[src/verilog/pixclk_pkg.sv]
package pixclk_pkg;
  // register byte offsets
  localparam logic [7:0] OFF_DIV_LOW  = 8'h00;
  localparam logic [7:0] OFF_DIV_HIGH = 8'h04;
  localparam logic [7:0] OFF_POST_DIV = 8'h08;
  localparam logic [7:0] OFF_DELAY    = 8'h0c;
  localparam logic [7:0] OFF_PUMP     = 8'h10;
  localparam logic [7:0] OFF_OUT_CTL  = 8'h14;
  localparam logic [7:0] OFF_STATUS   = 8'h18;

  // field positions
  localparam int DLY_FINE_LSB   = 0;
  localparam int DLY_COARSE_LSB = 8;
  localparam int PC_CUR_LSB     = 0;
  localparam int PC_DET_POL     = 2;
  localparam int OC_SYNC_EDGE   = 0;
  localparam int OC_DELAYED_SYNC_POLARITY   = 1;
  localparam int OC_CLK_EN      = 2;
  localparam int OC_CLKN_EN     = 3;
  localparam int OC_HALF_EN     = 4;
  localparam int OC_HALFN_EN    = 5;
  localparam int OC_DELAYED_SYNC_OUT_EN    = 6;
  localparam int ST_RUN         = 0;
  localparam int ST_DELAYED_SYNC_OUT       = 1;
  localparam int ST_FB_LSB      = 16;

  // reset values
  localparam logic [3:0] DIV_HIGH_RST = 4'h0;
  localparam logic [7:0] DIV_LOW_RST  = 8'hff;
  localparam logic [1:0] POST_RST     = 2'h0;
  localparam logic [4:0] FINE_RST     = 5'h00;
  localparam logic [1:0] COARSE_RST   = 2'h0;
  localparam logic [2:0] PUMP_RST     = 3'h4;
  localparam logic [6:0] OUT_CTL_RST  = 7'h7f;

  // post-divider and pump codes
  localparam logic [1:0] POST_DIV1 = 2'h0;
  localparam logic [1:0] POST_DIV2 = 2'h2;
  localparam logic [1:0] POST_DIV4 = 2'h3;
  localparam logic [1:0] PUMP_LOW  = 2'h0;
  localparam logic [1:0] PUMP_MID  = 2'h2;
  localparam logic [1:0] PUMP_HIGH = 2'h3;
  localparam logic [10:0] PUMP_UA_LOW  = 11'h064;
  localparam logic [10:0] PUMP_UA_MID  = 11'h190;
  localparam logic [10:0] PUMP_UA_HIGH = 11'h640;

  // oscillator model: one period is sixteen pclk cycles, one pclk per sixteenth
  localparam int OSC_W      = 4;
  localparam int PHASE_W    = 7;
  localparam int SYNC_LOSS_US = 200;
  localparam int CLK_NS       = 4;
  localparam int SYNC_LOSS_CYC = (SYNC_LOSS_US * 1000 + CLK_NS - 1) / CLK_NS;

  typedef enum logic [1:0] {
    DS_IDLE = 2'b00,
    DS_WAIT = 2'b01,
    DS_HIGH = 2'b10
  } delayed_sync_out_state_t;
endpackage

[src/verilog/edge_phase_detector.sv]
`timescale 1ns/1ps
module edge_phase_detector
  import pixclk_pkg::*;
(
  input  wire logic pclk,
  input  wire logic presetn,
  input  wire logic sync_in,
  input  wire logic sync_edge_select,
  input  wire logic detector_polarity,
  input  wire logic fb_pulse,
  output logic      ref_edge,
  output logic      pump_up,
  output logic      pump_dn
);
  logic sync_prev_r;
  logic up_r;
  logic dn_r;
  wire  rise   = sync_in & ~sync_prev_r;
  wire  fall   = ~sync_in & sync_prev_r;
  wire  up_set = up_r | ref_edge;
  wire  dn_set = dn_r | fb_pulse;
  // only edges are compared, so a stuck level adds no reference edge and the pump holds its last state until the next edge
  assign ref_edge = sync_edge_select ? rise : fall;
  assign pump_up  = detector_polarity ? up_r : dn_r;
  assign pump_dn  = detector_polarity ? dn_r : up_r;

  always_ff @(posedge pclk or negedge presetn) begin
    if (!presetn) begin
      sync_prev_r <= 1'b0;
      up_r        <= 1'b0;
      dn_r        <= 1'b0;
    end else begin
      sync_prev_r <= sync_in;
      up_r        <= up_set & ~dn_set;
      dn_r        <= dn_set & ~up_set;
    end
  end
endmodule

[src/verilog/feedback_counter.sv]
`timescale 1ns/1ps
module feedback_counter
  import pixclk_pkg::*;
(
  input  wire logic        pclk,
  input  wire logic        presetn,
  input  wire logic        osc_tick,
  input  wire logic [11:0] feedback_divide_word,
  output logic             fb_pulse,
  output logic [12:0]      count
);
  logic [11:0] active_r;
  logic [12:0] count_r;
  wire  [12:0] ratio_m1 = 13'({active_r[11:3], 3'h0}) + 13'(active_r[2:0]) + 13'h007;
  wire  [12:0] next_m1  = 13'({feedback_divide_word[11:3], 3'h0})
                        + 13'(feedback_divide_word[2:0]) + 13'h007;
  wire         at_zero  = (count_r == 13'h0000);
  assign fb_pulse = osc_tick & at_zero;
  assign count    = count_r;

  always_ff @(posedge pclk or negedge presetn) begin
    if (!presetn) begin
      active_r <= {DIV_HIGH_RST, DIV_LOW_RST};
      count_r  <= 13'h0000;
    end else if (osc_tick) begin
      if (at_zero) begin
        active_r <= feedback_divide_word;
        count_r  <= next_m1;
      end else begin
        count_r  <= count_r - 13'h0001;
      end
    end
  end
endmodule

[src/verilog/line_locked_pixel_clock_gen.sv]
// The APB interface to the registers and the register addresses were left to the implementer.
`timescale 1ns/1ps
// Function
// - sync edge select 1 locks to rising sync edge, 0 to falling
// - oscillator stops when sync pulses stop arriving
// - phase detector compares reference and feedback on edges only
// - pump code 00/10/11 gives 100/400/1600 microamps
// - post-divider code 00/10/11 divides oscillator by 1/2/4
// - feedback counter takes a 12-bit setting, ratios 8 to 4103
// - ratio is (m+1)*8+n, n bits 0-2, m bits 3-11
// - new divide value loads only when the counter reaches zero
// - clock output delayed by (code+1)/16 period, five-bit code
// - delayed sync fine delay is (code+1)/16 period, codes 0 to 19
// - coarse delay of 1 to 4 periods added for delayed sync
// - delayed sync leading edge timed from divided clock, usable as reset; the code counts it from the sync reference edge
// - delayed sync trailing edge timed from the clock, one-clock uncertainty
// - half-rate clock divides output clock by two, reset by delayed sync
// - normal and inverted clock outputs, TTL clock switched by its bit
// - odd and even half-rate outputs, each TTL with its own enable
// - delayed sync polarity bit 1 high-active, 0 low-active, TTL disable
module line_locked_pixel_clock_gen
  import pixclk_pkg::*;
#(
  parameter int SYNC_LOSS_CYCLES = SYNC_LOSS_CYC
) (
  input  wire logic        pclk,
  input  wire logic        presetn,
  input  wire logic        psel,
  input  wire logic        penable,
  input  wire logic        pwrite,
  input  wire logic [7:0]  paddr,
  input  wire logic [31:0] pwdata,
  output logic [31:0]      prdata,
  output logic             pready,
  output logic             pslverr,
  input  wire logic        sync_in,
  output logic             pump_up,
  output logic             pump_dn,
  output logic [10:0]      pump_current_ua,
  output logic             clk_out,
  output logic             clk_out_n,
  output logic             clk_ttl,
  output logic             clk_n_ttl,
  output logic             half_clk_odd,
  output logic             half_clk_even,
  output logic             half_odd_ttl,
  output logic             half_even_ttl,
  output logic             delayed_sync_out,
  output logic             delayed_sync_ttl
);
  logic [3:0]   divide_high_reg;
  logic [7:0]   divide_low_reg;
  logic [1:0]   post_divider_reg;
  logic [1:0]   post_active_r;
  logic [4:0]   fine_r;
  logic [1:0]   coarse_r;
  logic [2:0]   pump_reg;
  logic [6:0]   out_ctl_r;
  logic [31:0]  prdata_r;
  logic         osc_run_r;
  logic [31:0]  loss_cnt_r;
  logic [5:0]   pcnt_r;
  logic [8:0]   ds_cnt_r;
  delayed_sync_out_state_t ds_state_r;
  delayed_sync_out_state_t ds_state_nxt;
  logic         delayed_sync_out_lvl_r;
  logic         half_r;
  logic         clk_r;
  logic [6:0]   ttl_r;
  logic         ref_edge;
  logic         fb_pulse;
  logic [12:0]  fb_count;

  // apb decode: zero wait states, unmapped addresses answer with pslverr
  wire setup   = psel & ~penable;
  wire access  = psel & penable;
  wire wr      = access & pwrite;
  wire hit     = (paddr == OFF_DIV_LOW) | (paddr == OFF_DIV_HIGH) | (paddr == OFF_POST_DIV)
               | (paddr == OFF_DELAY) | (paddr == OFF_PUMP) | (paddr == OFF_OUT_CTL)
               | (paddr == OFF_STATUS);
  wire wr_low  = wr & (paddr == OFF_DIV_LOW);
  assign pready  = 1'b1;
  assign pslverr = access & ~hit;
  assign prdata  = prdata_r;

  wire sync_edge_select      = out_ctl_r[OC_SYNC_EDGE];
  wire delayed_sync_polarity = out_ctl_r[OC_DELAYED_SYNC_POLARITY];
  wire detector_polarity     = pump_reg[PC_DET_POL];
  wire [1:0] pump_code       = pump_reg[PC_CUR_LSB +: 2];
  wire [11:0] feedback_divide_value = {divide_high_reg, divide_low_reg};

  // read mux
  wire [31:0] status_word = {3'h0, fb_count, 14'h0000, delayed_sync_out_lvl_r, osc_run_r};
  wire [31:0] rd_mux =
      (paddr == OFF_DIV_LOW)  ? {24'h000000, divide_low_reg} :
      (paddr == OFF_DIV_HIGH) ? {28'h0000000, divide_high_reg} :
      (paddr == OFF_POST_DIV) ? {30'h00000000, post_divider_reg} :
      (paddr == OFF_DELAY)    ? {22'h000000, coarse_r, 3'h0, fine_r} :
      (paddr == OFF_PUMP)     ? {29'h00000000, pump_reg} :
      (paddr == OFF_OUT_CTL)  ? {25'h0000000, out_ctl_r} :
      (paddr == OFF_STATUS)   ? status_word : 32'h00000000;

  always_ff @(posedge pclk or negedge presetn) begin
    if (!presetn) begin
      divide_high_reg  <= DIV_HIGH_RST;
      divide_low_reg   <= DIV_LOW_RST;
      post_divider_reg <= POST_RST;
      post_active_r    <= POST_RST;
      fine_r           <= FINE_RST;
      coarse_r         <= COARSE_RST;
      pump_reg         <= PUMP_RST;
      out_ctl_r        <= OUT_CTL_RST;
      prdata_r         <= 32'h00000000;
    end else begin
      if (setup && !pwrite) prdata_r <= rd_mux;
      if (wr && paddr == OFF_DIV_HIGH) divide_high_reg <= pwdata[3:0];
      if (wr && paddr == OFF_POST_DIV) post_divider_reg <= pwdata[1:0];
      if (wr && paddr == OFF_DELAY) begin
        fine_r   <= pwdata[DLY_FINE_LSB +: 5];
        coarse_r <= pwdata[DLY_COARSE_LSB +: 2];
      end
      if (wr && paddr == OFF_PUMP) pump_reg <= pwdata[2:0];
      if (wr && paddr == OFF_OUT_CTL) out_ctl_r <= pwdata[6:0];
      if (wr_low) begin
        divide_low_reg <= pwdata[7:0];
        post_active_r  <= post_divider_reg;
      end
    end
  end

  // charge pump current; the undocumented code 01 falls back to the lowest
  assign pump_current_ua = (pump_code == PUMP_HIGH) ? PUMP_UA_HIGH :
                           (pump_code == PUMP_MID)  ? PUMP_UA_MID : PUMP_UA_LOW;

  // post-divider as a shift of the sixteen-step period
  wire [1:0] shift = (post_active_r == POST_DIV4) ? 2'h2 :
                     (post_active_r == POST_DIV2) ? 2'h1 : 2'h0;
  wire [6:0] period = 7'(16) << shift;
  wire [5:0] mask   = 6'(period - 7'h01);
  wire [6:0] fine_d = 7'({2'h0, fine_r} + 7'h01) << shift;
  wire [6:0] dphase = 7'({1'b0, pcnt_r} - fine_d) & {1'b0, mask};
  wire       clk_nxt  = osc_run_r & ~dphase[OSC_W - 1 + shift];
  wire       clk_rise = osc_run_r & (dphase == 7'h00);
  wire       osc_tick = osc_run_r & (pcnt_r == 6'h00);
  wire [8:0] ds_delay = 9'(fine_d) + (9'({7'h00, coarse_r} + 9'h001) << (OSC_W + shift));
  wire       lead     = (ds_state_r == DS_WAIT) & (ds_cnt_r == 9'h001);
  wire       sync_idle = sync_edge_select ? ~sync_in : sync_in;

  // sync loss watchdog stops the oscillator model
  always_ff @(posedge pclk or negedge presetn) begin
    if (!presetn) begin
      osc_run_r  <= 1'b0;
      loss_cnt_r <= 32'h00000000;
      pcnt_r     <= 6'h00;
    end else begin
      if (ref_edge) begin
        osc_run_r  <= 1'b1;
        loss_cnt_r <= 32'h00000000;
      end else if (loss_cnt_r >= 32'(SYNC_LOSS_CYCLES - 1)) begin
        osc_run_r  <= 1'b0;
      end else begin
        loss_cnt_r <= loss_cnt_r + 32'h00000001;
      end
      pcnt_r <= osc_run_r ? ((pcnt_r + 6'h01) & mask) : 6'h00;
    end
  end

  edge_phase_detector u_pd (
    .pclk              (pclk),
    .presetn           (presetn),
    .sync_in           (sync_in),
    .sync_edge_select  (sync_edge_select),
    .detector_polarity (detector_polarity),
    .fb_pulse          (fb_pulse),
    .ref_edge          (ref_edge),
    .pump_up           (pump_up),
    .pump_dn           (pump_dn)
  );

  feedback_counter u_fb (
    .pclk                 (pclk),
    .presetn              (presetn),
    .osc_tick             (osc_tick),
    .feedback_divide_word (feedback_divide_value),
    .fb_pulse             (fb_pulse),
    .count                (fb_count)
  );

  // delayed sync: counted in sixteenths, leading edge a fixed count after the reference edge
  always_comb begin
    ds_state_nxt = ds_state_r;
    case (ds_state_r)
      DS_IDLE: if (ref_edge && osc_run_r) ds_state_nxt = DS_WAIT;
      DS_WAIT: if (lead) ds_state_nxt = DS_HIGH;
      DS_HIGH: if (clk_rise && sync_idle) ds_state_nxt = DS_IDLE;
      default: ds_state_nxt = DS_IDLE;
    endcase
  end

  always_ff @(posedge pclk or negedge presetn) begin
    if (!presetn) begin
      ds_state_r  <= DS_IDLE;
      ds_cnt_r    <= 9'h000;
      delayed_sync_out_lvl_r <= 1'b0;
      half_r      <= 1'b0;
    end else begin
      ds_state_r  <= ds_state_nxt;
      ds_cnt_r    <= (ds_state_r == DS_IDLE) ? ds_delay : ds_cnt_r - 9'h001;
      delayed_sync_out_lvl_r <= (ds_state_nxt == DS_HIGH);
      // resetting the divider here keeps odd/even phase tied to the line start
      if (lead) half_r <= 1'b0;
      else if (clk_rise) half_r <= ~half_r;
    end
  end

  // output flops; a disabled ttl output is held low
  wire ds_pol_lvl = delayed_sync_polarity ? delayed_sync_out_lvl_r : ~delayed_sync_out_lvl_r;
  wire [6:0] ttl_nxt = {
    out_ctl_r[OC_DELAYED_SYNC_OUT_EN] & ds_pol_lvl,
    out_ctl_r[OC_HALFN_EN] & ~half_r,
    out_ctl_r[OC_HALF_EN]  & half_r,
    out_ctl_r[OC_CLKN_EN]  & ~clk_nxt,
    out_ctl_r[OC_CLK_EN]   & clk_nxt,
    ds_pol_lvl,
    half_r};

  always_ff @(posedge pclk or negedge presetn) begin
    if (!presetn) begin
      clk_r <= 1'b0;
      ttl_r <= 7'h00;
    end else begin
      clk_r <= clk_nxt;
      ttl_r <= ttl_nxt;
    end
  end

  assign clk_out          = clk_r;
  assign clk_out_n        = ~clk_r;
  assign half_clk_odd     = ttl_r[0];
  assign half_clk_even    = ~ttl_r[0];
  assign delayed_sync_out = ttl_r[1];
  assign clk_ttl          = ttl_r[2];
  assign clk_n_ttl        = ttl_r[3];
  assign half_odd_ttl     = ttl_r[4];
  assign half_even_ttl    = ttl_r[5];
  assign delayed_sync_ttl = ttl_r[6];
endmodule

[config.mk]
export PLATFORM = sky130hd
export DESIGN_NAME = line_locked_pixel_clock_gen
export DESIGN_NICKNAME = d
export VERILOG_FILES = /design/src/verilog/pixclk_pkg.sv /design/src/verilog/edge_phase_detector.sv /design/src/verilog/feedback_counter.sv /design/src/verilog/line_locked_pixel_clock_gen.sv
export SDC_FILE = /design/constraint.sdc
export NUM_CORES = 1
export LEC_CHECK = 0
export BUFFER_PORTS_ARGS = -buffer_cell sky130_fd_sc_hd__buf_2
export CAP_MARGIN = 20
export CORE_MARGIN = 8
export CORE_UTILIZATION = 57
export DETAILED_ROUTE_END_ITERATION = 6
export GPL_TIMING_DRIVEN = 0
export HOLD_SLACK_MARGIN = 0.06
export PLACE_DENSITY = 0.79
export SLEW_MARGIN = 20
export SYNTH_ARGS = -nofsm -noshare
export SYNTH_HDL_FRONTEND = slang
export SYNTH_HIERARCHICAL = 1
export SYNTH_SLANG_ARGS = --single-unit
export TNS_END_PERCENT = 20
[constraint.sdc]
create_clock -name pclk -period 4.2 [get_ports pclk]
set_input_delay 0.21 -clock pclk [delete_from_list [all_inputs] [get_ports pclk]]
set_output_delay 0.21 -clock pclk [all_outputs]
set_load 0.02 [all_outputs]
==> impl_metrics.csv <==
group,metric,value,unit
sta,worstMarginPinSlew,818,ps
worst_setup_path,path_class,"reg -> reg",
layout,diodes,0,
power_and_ir_drop,ir_drop,0.401,mV
placement,io_buffer_count,67,
worst_setup_path,max_stage_delay,450,ps
drt,vias,5770,
sta,slew_headroom,45.0,%
synthesis,synth_top_flop_cell,"dfrtp_1",
job,cap_violations,0,
sta,hold_slack,88.7,ps
power_and_ir_drop,p_sw,1.41,mW
drt,firstDrtPassIters,5,
global_route,antenna_found_initial,2,
power_and_ir_drop,p_int,2.80,mW
layout,fin_cells,1019,
worst_setup_path,crit_path_top_delay_cell,"dfrtp_1",
synthesis,synth_area_leaders,"dfrtp_1 40%, dfstp_2 5.7%, mux2_2 4.9%",
power_and_ir_drop,power_frac_clock,36.9,%
layout,final_common_cell,"dfrtp_1",
floorplan,die_w,129,um
synthesis,synth-edff-count,0,
worst_setup_path,r2r-end,"delayed_sync_out_lvl_r",
worst_setup_path,cp_max_fo,9,
clock_network,cts_tree,"built",
sta,rsz0062_at_grt,"false",
sta,setup_viol,0,
drt,wirelength,17.7,mm
floorplan,die_h,129,um
power_and_ir_drop,power,4.22,mW
global_route,first_global_vias,5765,
synthesis,async_flop_share,100,%
clock_network,clockBufferDepth,2,
synthesis,syn_area,7310,sq um
power_and_ir_drop,seqPwrFrac,38.7,%
sta,finClkSkew,7.93,ps
power_and_ir_drop,comb_power_share,24.4,%
clock_network,cts_sinks,132,
clock_network,htree_levels,4,
worst_setup_path,end_kind,"flip-flop",
worst_setup_path,crit_required,4500,ps
min_path,holdPathEnd,"pump_reg[2]",
synthesis,syn_inst,728,
floorplan,pin_count,103,
sta,tns,0,ps
sta,maxSlewViolCount,0,
synthesis,synth_top_area_cell,"dfrtp_1",
global_route,grt_max_degree,72,
drt,wire_per_inst,17.3,um
layout,syn_to_final_growth,18.1,%
worst_setup_path,reg2reg_depth,14,
layout,most-common-layout-cells,"116 x dfrtp_1, 70 x buf_2, 68 x nand2_1",
global_route,grt_pass1_wl,28.9,mm
floorplan,core,12600,sq um
worst_setup_path,r2r-start,"fine_r[1]",
min_path,hold_path.class,"in -> reg",
global_route,grt_remaining_overflow,0,
run_status,status,"finished, final reports clean",
sta,timing.final.ws_setup,672,ps
synthesis,synth_warnings,6,
synthesis,synth_top_area_share,39.7,%
drt,viasPerCell,5.66,
placement,dp.cells,979,
synthesis,ys_seq_area_share,45.4,%
power_and_ir_drop,sw_frac_of_total,33.5,%
drt,ant_nets,0,
global_route,grt_usage,22.0,%
clock_network,cts_resized,0,
clock_network,path_clk_slew,70,ps
clock_network,cts_root_buf,"clkbuf_16",
worst_setup_path,crit_arrival,3830,ps
min_path,hold_depth,2,
worst_setup_path,cp_cell_sequence,"ha_1 -> xor2_1 -> mux2i_1 -> nand2_1 -> o21ai_0 -> ha_1 -> clkbuf_1 -> or3b_2 -> a21oi_1 -> nor3_1 -> o21ai_0 -> a211o_1 -> o311ai_1 -> nand2_1",
placement,place_ws,700,ps
synthesis,netlist-cell-type-count,84,
layout,nets,900,
clock_network,clkLatencyLatePin,430,ps
floorplan,start_util,58.2,%
power_and_ir_drop,leakage,3.95,nW
floorplan,rows,41,
placement,place.gp.congestion,0.907,
sta,fmax,283,MHz
placement,dp_hpwl,12.9,mm
worst_setup_path,crit_path_start,"fine_r[1]",
sta,fin_crit,3530,ps
synthesis,synth_area_per_cell,10.0,sq um
sta,period_share,84.0,%
layout,final_cell_area,8640,sq um
sta,finalHoldViolCount,0,
worst_setup_path,r2r_slack,670,ps
drt,drc,0,
drt,drtIter0Drc,414,
layout,final_util,68.7,%
layout,largest_reg_flops,32,
min_path,hp-start,"pwdata[2]",
clock_network,numCtsBuffers,17,
placement,dpl_cell_area,7940,sq um
layout,n_fill_cell,971,
synthesis,ys_ff_latch,132,
layout,largest-register,"loss_cnt_r",
layout,drive_above_1_share,25.0,%
floorplan,die-area,16700,sq um
worst_setup_path,startpoint_type,"flip-flop",
power_and_ir_drop,cellPowerDensity,488,nW/um^2
## worst max-delay path by stage
| stage | end | slack, ps | cells after the start |
|---|---|---|---|
| after floorplan | half_r | 1200 | 13 |
| final | delayed_sync_out_lvl_r | 670 | 14 |
| after global placement | half_r | 760 | 14 |
| after global routing | delayed_sync_out_lvl_r | 330 | 14 |
| after detailed placement | delayed_sync_out_lvl_r | 700 | 14 |
| after CTS | delayed_sync_out_lvl_r | 670 | 14 |
## cell type report
| cell class | instances | area (sq um) | share of cell area (%) |
|---|---|---|---|
| flip-flops and latches | 132 | 3320 | 38.5 |
| clock buffers | 17 | 425 | 4.93 |
| inverters | 33 | 124 | 1.43 |
| repair buffers | 76 | 449 | 5.20 |
| plain buffers | 46 | 284 | 3.29 |
| well taps | 172 | 215 | 2.49 |
| clock inverters | 15 | 193 | 2.23 |
| multi-input cells | 528 | 3620 | 41.9 |
## cells in the mapped netlist (all sizes together), types with 4 or more instances
library cell and count:
a221oi 5, and3 5, or4 4, o21ai 41
or3 6, mux2i 8, mux2 32, or3b 5
dfrtp 116, nand2b 4, ha 18, a22oi 5
nor4 15, and2 8, a21oi 26, xor2 17
o31ai 5, nand2 69, nor2 60, a31oi 5
nor3 30, nand3 27, buf 26, xnor2 31
inv 32, clkbuf 20, dfstp 16, o22ai 4
nor2b 22, nand4 6, a22o 16
## kinds of logic (layout without fill, tap and decap cells)
family	count (synthesis)	count (layout)	synth area share [%]
adders and majority gates	20	20	3.63
AOI/OAI and AO/OA	132	132	12.2
and+or+nand+nor	274	274	20.3
xor gates and xnor gates	49	49	6.52
buffers and inverters	79	187	5.58
DFF	132	132	45.4
muxes	40	40	6.19
other	2	13	0.103
## per-layer routing
layer	vias up	part of all wire [%]	GRT usage, %
li1	2763	-	-
met1	2835	43	26.8
met2	139	50	36.8
met3	29	5.8	6.78
met4	4	1.5	6.70
met5	-	0.14	0
## power by group through the flow
stage / Clock (mW) / Sequential [mW] / Combinational [mW]
2_1_floorplan: 0 / 1.61 / 0.766
3_3_place_gp: 0 / 1.64 / 0.983
3_5_place_dp: 0 / 1.65 / 1.01
4_1_cts: 1.57 / 1.63 / 1.03
5_1_grt: 1.64 / 1.66 / 1.14
6_report: 1.56 / 1.63 / 1.03
## worst max-delay path, delay by kind of cell (launching register included)
| family | cells | cell delay, ps |
|---|---|---|
| and+or+nand+nor | 4 | 570 |
| DFF | 1 | 450 |
| adders and majority gates | 2 | 690 |
| AOI/OAI and AO/OA | 5 | 1030 |
| buffers and inverters | 1 | 310 |
| xor gates and xnor gates | 1 | 250 |
| muxes | 1 | 100 |
## repair_timing
action,in CTS,in global routing
setup buffers,0,0
hold buffers,8,0
hold endpoints to repair,74,0
No activity file was read; power rests on OpenSTA's default activity.
